--- config.mk ---
export PLATFORM = sky130hd
export DESIGN_NAME = dspwm_timer
export DESIGN_NICKNAME = d
export VERILOG_FILES = /design/src/verilog/dspwm_prescaler.v /design/src/verilog/dspwm_compare.v /design/src/verilog/dspwm_timer.v
export VERILOG_INCLUDE_DIRS = /design/src /design/src/include
export SDC_FILE = /design/constraint.sdc
export NUM_CORES = 1
export LEC_CHECK = 0
export BUFFER_PORTS_ARGS = -buffer_cell sky130_fd_sc_hd__buf_2
export CORE_AREA = 4 4 132 134
export CTS_CLUSTER_DIAMETER = 30
export DETAILED_ROUTE_END_ITERATION = 8
export DIE_AREA = 0 0 136 138
export MAX_ROUTING_LAYER = met4
export PLACE_DENSITY = 0.65
export SKIP_LAST_GASP = 1
export SYNTH_ARGS = -nofsm -noshare
export SYNTH_HDL_FRONTEND = slang
export SYNTH_SLANG_ARGS = --single-unit
--- constraint.sdc ---
create_clock -name core_clk -period 11 [get_ports core_clk]
set_input_delay 2.2 -clock core_clk [delete_from_list [all_inputs] [get_ports core_clk]]
set_output_delay 2.2 -clock core_clk [all_outputs]
set_load 0.005 [all_outputs]
--- src/include/dspwm_defines.vh ---
// Constants for the dual-slope PWM timer: offsets, fields, resets, counts
`ifndef DSPWM_DEFINES_VH
`define DSPWM_DEFINES_VH

// Register offsets (byte addresses)
`define DSPWM_OFS_CTRL 8'h00
`define DSPWM_OFS_COUNT 8'h04
`define DSPWM_OFS_CMPA 8'h08
`define DSPWM_OFS_CMPB 8'h0C
`define DSPWM_OFS_CAPT 8'h10
`define DSPWM_OFS_FLAGS 8'h14
`define DSPWM_OFS_PINDIR 8'h18
`define DSPWM_OFS_STATUS 8'h1C

// Control register field positions
`define DSPWM_CTRL_MODE_LSB 0
`define DSPWM_CTRL_ACT_LSB 4
`define DSPWM_CTRL_CLK_LSB 8

// Flag register bit positions
`define DSPWM_FLAG_OVF 0
`define DSPWM_FLAG_CMP_LSB 1

// Reset values
`define DSPWM_RST_CTRL 16'h0000
`define DSPWM_RST_WORD 16'h0000

// Waveform mode selector codes
`define DSPWM_MODE_PC8 4'h1
`define DSPWM_MODE_PC9 4'h2
`define DSPWM_MODE_PC10 4'h3
`define DSPWM_MODE_PFC_CAPT 4'h8
`define DSPWM_MODE_PFC_CMPA 4'h9
`define DSPWM_MODE_PC_CAPT 4'hA
`define DSPWM_MODE_PC_CMPA 4'hB

// Fixed TOP values
`define DSPWM_TOP_8 16'h00FF
`define DSPWM_TOP_9 16'h01FF
`define DSPWM_TOP_10 16'h03FF
`define DSPWM_TOP_MAX 16'hFFFF

// Output action codes
`define DSPWM_ACT_TOGGLE 2'h1
`define DSPWM_ACT_NONINV 2'h2
`define DSPWM_ACT_INV 2'h3

// Prescaler selector codes and divide counts
`define DSPWM_CLK_STOP 3'h0
`define DSPWM_CLK_DIV1 3'h1
`define DSPWM_CLK_DIV8 3'h2
`define DSPWM_CLK_DIV64 3'h3
`define DSPWM_CLK_DIV256 3'h4
`define DSPWM_CLK_DIV1024 3'h5
`define DSPWM_DIV8 10'h007
`define DSPWM_DIV64 10'h03F
`define DSPWM_DIV256 10'h0FF
`define DSPWM_DIV1024 10'h3FF

`endif

--- src/verilog/dspwm_prescaler.v ---
// Prescaler producing the one-cycle timer clock enable
`timescale 1ns/100ps
`default_nettype none
`include "dspwm_defines.vh"

module dspwm_prescaler (
  input wire core_clk,
  input wire srst,
  input wire [2:0] clk_sel,
  output wire tick
);

  reg [9:0] div_q;
  reg [9:0] last;

  // Terminal count for the selected divider
  always @* begin
    case (clk_sel)
      `DSPWM_CLK_DIV8: last = `DSPWM_DIV8;
      `DSPWM_CLK_DIV64: last = `DSPWM_DIV64;
      `DSPWM_CLK_DIV256: last = `DSPWM_DIV256;
      `DSPWM_CLK_DIV1024: last = `DSPWM_DIV1024;
      default: last = 10'h000;
    endcase
  end

  // Free-running divide counter, cleared while stopped
  always @(posedge core_clk) begin
    if (srst || clk_sel == `DSPWM_CLK_STOP) begin
      div_q <= 10'h000;
    end else if (div_q >= last) begin
      div_q <= 10'h000;
    end else begin
      div_q <= div_q + 10'h001;
    end
  end

  assign tick = (clk_sel != `DSPWM_CLK_STOP) && (clk_sel <= `DSPWM_CLK_DIV1024)
    && (div_q >= last);

endmodule // dspwm_prescaler

`default_nettype wire

--- src/verilog/dspwm_compare.v ---
// One compare channel: buffered compare value and output level
`timescale 1ns/100ps
`default_nettype none
`include "dspwm_defines.vh"

module dspwm_compare #(
  parameter WIDTH = 16
) (
  input wire core_clk,
  input wire srst,
  input wire buf_wr,
  input wire [WIDTH-1:0] buf_wdata,
  input wire load,
  input wire tick,
  input wire [WIDTH-1:0] count,
  input wire [WIDTH-1:0] top,
  input wire slope_up,
  input wire [1:0] action,
  input wire toggle_ok,
  output reg [WIDTH-1:0] buf_q,
  output reg [WIDTH-1:0] act_q,
  output wire match,
  output reg level_q
);

  // Match only on timer ticks against the active value
  assign match = tick && (count == act_q);

  // Buffered write, active copy taken at the update point
  always @(posedge core_clk) begin
    if (srst) begin
      buf_q <= {WIDTH{1'b0}};
      act_q <= {WIDTH{1'b0}};
    end else begin
      if (buf_wr) begin
        buf_q <= buf_wdata;
      end
      if (load) begin
        act_q <= buf_wr ? buf_wdata : buf_q;
      end
    end
  end

  // Output level: clear going up, set going down, inverted if asked
  always @(posedge core_clk) begin
    if (srst) begin
      level_q <= 1'b0;
    end else if (match) begin
      case (action)
        `DSPWM_ACT_TOGGLE: begin
          if (toggle_ok) begin
            level_q <= ~level_q;
          end
        end
        `DSPWM_ACT_NONINV: level_q <= ~slope_up;
        `DSPWM_ACT_INV: level_q <= slope_up;
        default: level_q <= level_q;
      endcase
    end
  end

endmodule // dspwm_compare

`default_nettype wire

--- src/verilog/dspwm_timer.v ---
// Dual-slope PWM timer: counter, TOP select, flags, registers, pins
// Functional notes
// - Modes 1,2,3,10,11 run phase correct PWM
// - Non-inverting: clear on up match, set down
// - TOP fixed, capture or compare A by mode
// - Hold TOP one tick then count down
// - Overflow flag set at BOTTOM
// - Compare A/capture flag set at TOP update
// - Compare flag set on every match
// - Fixed TOP masks written compare bits
// - Action two non-inverted, three inverted PWM
// - Pin driven only when direction is output
// - Compare zero low, compare TOP high
// - Mode 11 action 1 toggles output A
// - Period is two times divider times TOP
// - Register TOP from 0x0003 to full range
// - Phase correct updates at TOP
// - Modes 8,9 run frequency correct PWM
// - Frequency correct updates and overflows at BOTTOM
// - Compare writes go to buffer first
// - Nonzero action overrides normal port function
//
// The address map and the plain strobed port were left to the implementer.
`timescale 1ns/100ps
`default_nettype none
`include "dspwm_defines.vh"

module dspwm_timer #(
  parameter NCH = 2,
  parameter WIDTH = 16
) (
  input wire core_clk,
  input wire srst,
  input wire [7:0] addr,
  input wire [15:0] wdata,
  input wire wr_en,
  input wire rd_en,
  output reg [15:0] rd_data,
  input wire [NCH-1:0] port_data,
  output reg [NCH-1:0] pin_out,
  output reg [NCH-1:0] pin_oe_n
);

  reg [15:0] ctrl_q;
  reg [WIDTH-1:0] count_value;
  reg slope_up_q;
  reg [WIDTH-1:0] capture_value;
  reg overflow_flag;
  reg capture_flag;
  reg [NCH-1:0] cmp_flag_q;
  reg [NCH-1:0] pin_direction_bit;
  reg [WIDTH-1:0] top;
  reg [WIDTH-1:0] wmask;
  reg [15:0] rd_mux;

  wire [3:0] waveform_mode_sel;
  wire [2:0] clk_sel;
  wire tick;
  wire mode_pc;
  wire mode_pfc;
  wire dual;
  wire run;
  wire at_top;
  wire at_bottom;
  wire top_reg;
  wire slope_up;
  wire upd;
  wire wr_ctrl;
  wire wr_count;
  wire wr_capt;
  wire wr_flags;
  wire wr_pindir;
  wire [NCH*WIDTH-1:0] buf_all;
  wire [NCH*WIDTH-1:0] act_all;
  wire [NCH-1:0] match;
  wire [NCH-1:0] level;
  wire [NCH-1:0] cmp_wr;
  wire [WIDTH-1:0] compare_a_value;
  wire [WIDTH-1:0] masked_wdata;

  // Control fields
  assign waveform_mode_sel = ctrl_q[`DSPWM_CTRL_MODE_LSB +: 4];
  assign clk_sel = ctrl_q[`DSPWM_CTRL_CLK_LSB +: 3];

  // Write decode
  assign wr_ctrl = wr_en && (addr == `DSPWM_OFS_CTRL);
  assign wr_count = wr_en && (addr == `DSPWM_OFS_COUNT);
  assign wr_capt = wr_en && (addr == `DSPWM_OFS_CAPT);
  assign wr_flags = wr_en && (addr == `DSPWM_OFS_FLAGS);
  assign wr_pindir = wr_en && (addr == `DSPWM_OFS_PINDIR);
  assign cmp_wr[0] = wr_en && (addr == `DSPWM_OFS_CMPA);
  assign cmp_wr[1] = wr_en && (addr == `DSPWM_OFS_CMPB);

  // Mode decode
  assign mode_pc = (waveform_mode_sel == `DSPWM_MODE_PC8)
    || (waveform_mode_sel == `DSPWM_MODE_PC9)
    || (waveform_mode_sel == `DSPWM_MODE_PC10)
    || (waveform_mode_sel == `DSPWM_MODE_PC_CAPT)
    || (waveform_mode_sel == `DSPWM_MODE_PC_CMPA);
  assign mode_pfc = (waveform_mode_sel == `DSPWM_MODE_PFC_CAPT)
    || (waveform_mode_sel == `DSPWM_MODE_PFC_CMPA);
  assign dual = mode_pc || mode_pfc;
  assign top_reg = (waveform_mode_sel == `DSPWM_MODE_PC_CAPT)
    || (waveform_mode_sel == `DSPWM_MODE_PC_CMPA) || mode_pfc;

  assign compare_a_value = act_all[0 +: WIDTH];

  // TOP selection per mode
  always @* begin
    case (waveform_mode_sel)
      `DSPWM_MODE_PC8: top = `DSPWM_TOP_8;
      `DSPWM_MODE_PC9: top = `DSPWM_TOP_9;
      `DSPWM_MODE_PC10: top = `DSPWM_TOP_10;
      `DSPWM_MODE_PC_CAPT: top = capture_value;
      `DSPWM_MODE_PFC_CAPT: top = capture_value;
      `DSPWM_MODE_PC_CMPA: top = compare_a_value;
      `DSPWM_MODE_PFC_CMPA: top = compare_a_value;
      default: top = `DSPWM_TOP_MAX;
    endcase
  end

  // Resolution mask for compare writes under fixed TOP
  always @* begin
    case (waveform_mode_sel)
      `DSPWM_MODE_PC8: wmask = `DSPWM_TOP_8;
      `DSPWM_MODE_PC9: wmask = `DSPWM_TOP_9;
      `DSPWM_MODE_PC10: wmask = `DSPWM_TOP_10;
      default: wmask = `DSPWM_TOP_MAX;
    endcase
  end
  assign masked_wdata = wdata & wmask;

  // Timer clock enable
  dspwm_prescaler u_presc (
    .core_clk(core_clk),
    .srst(srst),
    .clk_sel(clk_sel),
    .tick(tick)
  );

  // Counter events only on enabled ticks in a dual-slope mode
  assign run = tick && dual;
  assign at_top = run && slope_up_q && (count_value >= top);
  assign at_bottom = run && (count_value == {WIDTH{1'b0}});

  // Effective slope: a match at TOP counts as falling, at zero as rising
  assign slope_up = (count_value == {WIDTH{1'b0}})
    || (slope_up_q && (count_value != top));

  // Double-buffer update point: TOP for phase correct, BOTTOM for frequency correct, every cycle otherwise
  assign upd = ~dual
    || (mode_pc && at_top)
    || (mode_pfc && at_bottom);

  // Up/down counter with one-tick hold at TOP
  always @(posedge core_clk) begin
    if (srst) begin
      count_value <= {WIDTH{1'b0}};
      slope_up_q <= 1'b1;
    end else if (wr_count) begin
      count_value <= wdata[WIDTH-1:0];
    end else if (run) begin
      if (slope_up_q) begin
        if (count_value >= top) begin
          slope_up_q <= 1'b0;
          count_value <= count_value - {{(WIDTH-1){1'b0}}, 1'b1};
        end else begin
          count_value <= count_value + {{(WIDTH-1){1'b0}}, 1'b1};
        end
      end else if (count_value == {WIDTH{1'b0}}) begin
        slope_up_q <= 1'b1;
        count_value <= {{(WIDTH-1){1'b0}}, 1'b1};
      end else begin
        count_value <= count_value - {{(WIDTH-1){1'b0}}, 1'b1};
      end
    end
  end

  // Compare channels and their pins
  genvar i;
  generate
    for (i = 0; i < NCH; i = i + 1) begin : g_ch
      wire [1:0] act;
      assign act = ctrl_q[`DSPWM_CTRL_ACT_LSB + 2*i +: 2];

      dspwm_compare #(
        .WIDTH(WIDTH)
      ) u_cmp (
        .core_clk(core_clk),
        .srst(srst),
        .buf_wr(cmp_wr[i]),
        .buf_wdata(masked_wdata),
        .load(upd),
        .tick(run),
        .count(count_value),
        .top(top),
        .slope_up(slope_up),
        .action(act),
        .toggle_ok((i == 0) && (waveform_mode_sel == `DSPWM_MODE_PC_CMPA
          || waveform_mode_sel == `DSPWM_MODE_PFC_CMPA)),
        .buf_q(buf_all[i*WIDTH +: WIDTH]),
        .act_q(act_all[i*WIDTH +: WIDTH]),
        .match(match[i]),
        .level_q(level[i])
      );

      // Pin: compare level overrides port data when action is nonzero, driven if output
      always @(posedge core_clk) begin
        if (srst) begin
          pin_out[i] <= 1'b0;
          pin_oe_n[i] <= 1'b1;
        end else begin
          pin_out[i] <= (act != 2'h0) ? level[i] : port_data[i];
          pin_oe_n[i] <= ~pin_direction_bit[i];
        end
      end
    end
  endgenerate

  // Sticky flags: hardware set wins over write-one clear
  always @(posedge core_clk) begin
    if (srst) begin
      overflow_flag <= 1'b0;
      capture_flag <= 1'b0;
      cmp_flag_q <= {NCH{1'b0}};
    end else begin
      overflow_flag <= (overflow_flag
        & ~(wr_flags & wdata[`DSPWM_FLAG_OVF]))
        | at_bottom;
      capture_flag <= (capture_flag
        & ~(wr_flags & wdata[`DSPWM_FLAG_CMP_LSB + NCH]))
        | (at_top && (waveform_mode_sel == `DSPWM_MODE_PC_CAPT
        || waveform_mode_sel == `DSPWM_MODE_PFC_CAPT));
      cmp_flag_q <= (cmp_flag_q
        & ~({NCH{wr_flags}} & wdata[`DSPWM_FLAG_CMP_LSB +: NCH]))
        | match
        | {{(NCH-1){1'b0}}, at_top
        && (waveform_mode_sel == `DSPWM_MODE_PC_CMPA
        || waveform_mode_sel == `DSPWM_MODE_PFC_CMPA)};
    end
  end

  // Software-written configuration
  always @(posedge core_clk) begin
    if (srst) begin
      ctrl_q <= `DSPWM_RST_CTRL;
      capture_value <= `DSPWM_RST_WORD;
      pin_direction_bit <= {NCH{1'b0}};
    end else begin
      if (wr_ctrl) begin
        ctrl_q <= wdata;
      end
      if (wr_capt) begin
        capture_value <= wdata[WIDTH-1:0];
      end
      if (wr_pindir) begin
        pin_direction_bit <= wdata[NCH-1:0];
      end
    end
  end

  // Read decode
  always @* begin
    if (addr == `DSPWM_OFS_CTRL) begin
      rd_mux = ctrl_q;
    end else if (addr == `DSPWM_OFS_COUNT) begin
      rd_mux = count_value;
    end else if (addr == `DSPWM_OFS_CMPA) begin
      rd_mux = buf_all[0 +: WIDTH];
    end else if (addr == `DSPWM_OFS_CMPB) begin
      rd_mux = buf_all[WIDTH +: WIDTH];
    end else if (addr == `DSPWM_OFS_CAPT) begin
      rd_mux = capture_value;
    end else if (addr == `DSPWM_OFS_FLAGS) begin
      rd_mux = {{(14-NCH){1'b0}}, capture_flag, cmp_flag_q, overflow_flag};
    end else if (addr == `DSPWM_OFS_PINDIR) begin
      rd_mux = {{(16-NCH){1'b0}}, pin_direction_bit};
    end else if (addr == `DSPWM_OFS_STATUS) begin
      rd_mux = {15'h0000, ~slope_up_q};
    end else begin
      rd_mux = 16'h0000;
    end
  end

  // Read data stands only in the cycle after the strobe
  always @(posedge core_clk) begin
    if (srst) begin
      rd_data <= 16'h0000;
    end else begin
      rd_data <= rd_en ? rd_mux : 16'h0000;
    end
  end

endmodule // dspwm_timer

`default_nettype wire

# Word level (Yosys, flattened, before mapping)
# Index checks and enable logic that the tools add are counted.
# word_totals
register_bits	151
inputBits	30
word_cells	149
# classes
add_sub_neg	3
magnitude_cmp	3
eq_ne	27
n_mux	26
bitwise	22
n_reduce_logical	48
# op_table
op	count
2-to-1 mux 16 bit	12
one-hot mux 16 bit (5 select lines)	1
one-hot mux 16 bit (3 select lines)	1
one-hot mux 10 bit (4 select lines)	1
equality test 16 bit	2
equality test 8 x 5 -> 1 bit (second input constant)	4
logical AND 1 bit	20
adder 16 x 1 -> 16 bit (second input constant)	1
bitwise AND 16 bit	1
equality test 4 bit (second input constant)	4
equality test 8 x 4 -> 1 bit (second input constant)	2
greater-or-equal comparator 16 bit	1
logical NOT 16 bit	1
!= test 16 bit	1
subtractor 16 x 1 -> 16 bit (second input constant)	1
logical OR 1 bit	12
adder 10 x 1 -> 10 bit (second input constant)	1
greater-or-equal comparator 10 bit	1
inverter 1 bit	10
equality test 2 bit (second input constant)	4
equality test 4 x 2 -> 1 bit (second input constant)	2
equality test 8 x 3 -> 1 bit (second input constant)	1
logical NOT 8 bit	1
nonzero test 2 bit	4
22 further kinds	40

# Depth between registers and ports, before layout
# logic_depth
ltp_word	12
ltp_mapped	14
ltp_nobuf	12

# Hierarchy
# A second synthesis with hierarchy kept.
# unflattened
cells_unflattened	1011
hier_area_um2	8359.3
# modules_own_cells
module	instances	cells_each	area_each_um2
dspwm_timer	1	649	4904.7
dspwm_compare	2	141	1348.8
dspwm_prescaler	1	80	757.0

# Worst setup path after synthesis
# OpenSTA, ideal clock, no wires.
# synth_timing
kind	in2reg
start	input addr[4]
end	register count_value[10]
arrival_time_ps	4023
t_required_ps	10940
path_slack_ps	6917
stages	7
n_path_buf	1
cell_sequence	nor4_1 nand2_1 nor3b_2 nand2_1 nor2_1 clkbuf_1 a221o_1
# synth_between
elab_chain_cells	3
elab_cells_between_ends	4
classes_between	eq/ne: 1; mux: 1; reduce/logical: 2
# synth_lines
element	line	text
from (decl)	dspwm_timer.v:34	input wire [7:0] addr,
equality test 8 x 3 -> 1 bit (no line) *	n/a	
logical AND 1 bit *	dspwm_timer.v:87	assign wr_count = wr_en && (addr == `DSPWM_OFS_COUNT);
2-to-1 mux 16 bit / nonzero test 2 bit (equally long branches)	n/a	
to (signal assigned)	dspwm_timer.v:158	count_value <= {WIDTH{1'b0}};
to (signal assigned)	dspwm_timer.v:161	count_value <= wdata[WIDTH-1:0];
to (signal assigned)	dspwm_timer.v:166	count_value <= count_value - {{(WIDTH-1){1'b0}}, 1'b1};
to (decl)	dspwm_timer.v:45	reg [WIDTH-1:0] count_value;
# Every way passes the cells marked *; elsewhere a longest branch is shown, timed or not.
# A chain may end at the register's enable or synchronous reset.

# Worst setup path after layout
# layout_timing
start	input addr[4]
end	register g_ch[1].u_cmp.act_q[9]
# layout_between
elab_chain_cells	3
# layout_lines
element	line	text
equality test 8 x 4 -> 1 bit (no line)	n/a	
logical AND 1 bit	dspwm_timer.v:92	assign cmp_wr[1] = wr_en && (addr == `DSPWM_OFS_CMPB);
2-to-1 mux 16 bit	dspwm_compare.v:39	act_q <= buf_wr ? buf_wdata : buf_q;
to (signal assigned)	dspwm_compare.v:33	act_q <= {WIDTH{1'b0}};
to (signal assigned)	dspwm_compare.v:39	
to (decl)	dspwm_compare.v:21	output reg [WIDTH-1:0] act_q,
# Every way passes these cells.

==> impl_metrics.toml <==
[critical_path]
worstSetupEndpointType = "flip-flop"
r2r-start = "ctrl_q[3]$_SDFFE_PP0P_"
worstPathRequired_ns = 11.31
startpoint_type = "input pin"
worstPathMaxFanout = 18
crit_type = "input pin to flip-flop"
r2r-end = "g_ch[0].u_cmp.act_q[10]$_SDFFE_PP0P_"
rr_worst_depth = 12
cp.arrival_ns = 5.21
r2r_setup_slack_ns = 6.28

[pwr]
intPower_w = 0.000881
powerDensity_nw_per_um2 = 129
ir_drop_v = 0.000106
power_frac_comb_pct = 3.1
netSwitchingFraction_pct = 24.1
p_switching_w = 0.000279
seq_power_share_pct = 47.3
p_leak_nw = 3.54
p_clk_share_pct = 49.7

[clocking]
cts_tree = "done"
cts_htree_levels = 4
clock_latency_ns = 0.43
post_cts_buffers = 0
cts.sinks = 151
cts_buffers = 17
cts_resized = 0
cts_root_buf = "clkbuf_16"
path_clk_slew_ns = 0.07
holdBufCountCts = 0
clockBufferDepth = 2

[logic_synthesis]
synth-edff-count = 0
synth-simple-area-share_pct = 24.1
synthAdderAreaFrac_pct = 4.43
synth.area.top_cells = "dfxtp_1 37%, nand2_1 7.1%, a21oi_1 5.8%"
ys_ff_latch = 151
netlist_area_um2 = 8200
syn-mean-instance-area_um2 = 8.49
yosysUniqueCellTypes = 77
synth_mux_area_share_pct = 6.20
synth_cells = 965
synth_flop_cell = "dfxtp_1"
yosysSeqAreaShare_pct = 36.9
synth-async-reset-ratio_pct = 0
synth_xor_area_share_pct = 4.59
synth_top_area_share_pct = 36.9
synth_top_family_by_area = "simple AND/OR/NAND/NOR gates"
synth-compound-area-share_pct = 18.5
synth_top_area_cell = "dfxtp_1"
synth_nets = 1024
yosysWarnings = 0

[detailed_routing]
ant_nets = 0
drt_pass1_iterations = 6
avgViaCountPerCell = 6.04
wl_per_cell_um = 20.6
drt_iter0_markers = 802
via_count = 7263
top_layer = "met4"
wl_met3_um = 2410
drc_errors = 0
wl_met1_um = 11000
routed_wirelength_um = 24800
wl_met2_um = 11000

[timing]
setup_tns_ns = 0
clock.fmax_ghz = 0.204
post-route-period-util_pct = 44.5
worst_clock_skew_ns = 0.00927
setup_violations = 0
worst_slew_pin_slew_ns = 1.23
period_needed_ns = 4.89
rsz0062_at_grt = "false"
slew_viol_final = 0
max_slew_margin_pct = 17.6
hold_viol_final = 0

[worst_hold_path]
min_to = "pin_oe_n[1]$_SDFF_PP1_"
min_delay_path_depth = 1
hp-class = "flip-flop to flip-flop"
hold_path.startpoint = "pin_direction_bit[1]$_SDFFE_PP0P_"

[die]
die_area_um2 = 18800
io_pins = 50
coreArea_um2 = 16300
die_y_um = 138
die_x_um = 136
start_util_pct = 50.3
rows = 47

[placement]
routabilityCongestion = 0.914
port_buffers = 49
detailed_place_hpwl_um = 17300
placed_area_um2 = 8410

[final_layout]
nets = 1029
diodes = 0
area_delta_synth_final_pct = 9.63
final_util_pct = 55.2
ff_latch_area_um2 = 3020
drive_above_1_share_pct = 15.7
multiInputGateArea_um2 = 4740
fillCellCount = 1557
postLayoutCellArea_um2 = 8990

[grt]
grt_overflow_total = 0
antenna_found_initial = 0
grt_pass1_wl_um = 39100
grt_pass1_vias = 6643
grt_max_degree = 61
grt_util_all_layers_pct = 27.4

[run_status]
status = "complete, no violations"

[flow_run]
cap_violations = 0
==> cells by family after synthesis <==
kind of cell,Yosys count
adders and majority gates,29
buffers and inverters,87
xor gates and xnor gates,43
AOI/OAI and AO/OA,223
muxes,45
DFF,151
and+or+nand+nor,387
==> worst max-delay path, cell delays in order <==
cell	delay, ns
buf_2	0.11
nor4_1	0.57
and4_1	0.88
nand2_1	0.73
a21oi_1	0.33
nor2_1	0.08
mux2_2	0.29
==> synth_stat cells (5+ instances only) <==
cell      instances
a211o_1           5
a211oi_1         12
a21oi_1          95
a221o_1          11
a22oi_1          25
a311oi_1          7
a31oi_1          13
and4_1            8
buf_1             6
buf_2             5
clkbuf_1         46
clkbuf_8          7
dfxtp_1         151
ha_1             29
inv_1            17
mux2_2           32
mux2i_1          11
nand2_1         156
nand2b_1          6
nand3_1          27
nand4_1          14
nor2_1           57
nor2b_1          44
nor3_1           15
nor4_1           12
o21ai_0          14
o31ai_1           5
xnor2_1          19
xor2_1           24
==> worst max path at each step <==
stage / startpoint / to / slack, ns / depth (start not counted)
3_3_place_gp: addr[4] / g_ch[1].u_cmp.act_q[8]$_SDFFE_PP0P_ / 5.91 / 7
3_5_place_dp: addr[4] / g_ch[1].u_cmp.act_q[9]$_SDFFE_PP0P_ / 5.83 / 7
4_1_cts: addr[4] / g_ch[1].u_cmp.act_q[9]$_SDFFE_PP0P_ / 6.29 / 7
2_1_floorplan: addr[4] / count_value[10]$_SDFFE_PP0P_ / 6.92 / 7
6_report: addr[4] / g_ch[1].u_cmp.act_q[9]$_SDFFE_PP0P_ / 6.11 / 7
5_1_grt: addr[4] / g_ch[1].u_cmp.act_q[9]$_SDFFE_PP0P_ / 5.88 / 7
==> sequential cells by signal, indices dropped and copies added, names as in the netlist, 10 cells and up <==
name / count
capture_value: 16
count_value: 16
ctrl_q: 16
g_ch.u_cmp.act_q: 32
g_ch.u_cmp.buf_q: 32
rd_data: 16
u_presc.div_q: 10
==> power by group through the flow <==
stage	Clock [W]	Sequential, W	Combinational, W
floorplan	0	0.000560	0.0000177
global placement	0	0.000561	0.0000349
detailed placement	0	0.000561	0.0000348
CTS	0.000583	0.000548	0.0000349
global route	0.000610	0.000548	0.0000378
finish	0.000576	0.000548	0.0000356
==> per-layer routing <==
layer / global-route usage, % / vias up
li1: - / 3476
met1: 38.9 / 3392
met2: 39.2 / 354
met3: 7.12 / 41
met4: 6.31 / 0
met5: - / -
==> cell type report <==
type / instances / share of cell area, %
inverter: 17 / 0.710
multi-input combinational: 727 / 52.8
sequential: 151 / 33.6
clock inverter: 14 / 1.57
timing repair buffer: 56 / 3.34
clock buffer: 18 / 4.89
tap: 220 / 3.06
==> cells in the final DEF, fill, tap and decap left out, types with 12 or more instances in the layout <==
cell type / netlist / layout
nor3_1: 15 / 14
inv_1: 17 / 17
clkbuf_16: 0 / 17
nor4_1: 12 / 12
nor2b_1: 44 / 44
nor2_1: 57 / 57
o21ai_0: 14 / 14
ha_1: 29 / 29
mux2_2: 32 / 32
xnor2_1: 19 / 19
a22oi_1: 25 / 25
xor2_1: 24 / 24
nand3_1: 27 / 27
nand4_1: 14 / 14
a211oi_1: 12 / 12
a31oi_1: 13 / 13
nand2_1: 156 / 156
buf_2: 5 / 48
dfxtp_1: 151 / 151
a21oi_1: 95 / 95
==> metrics by stage <==
stage	std cells	hold WS [ns]	setup slack, ns	power, W
floorplan	965	0.379	6.92	0.000578
global placement	1171	0.398	5.91	0.000596
detailed placement	1171	0.413	5.83	0.000595
CTS	1203	0.428	6.29	0.00117
global route	1203	0.449	5.88	0.00120
finish	1203	0.427	6.11	0.00116
No activity file was read; power rests on OpenSTA's default activity.
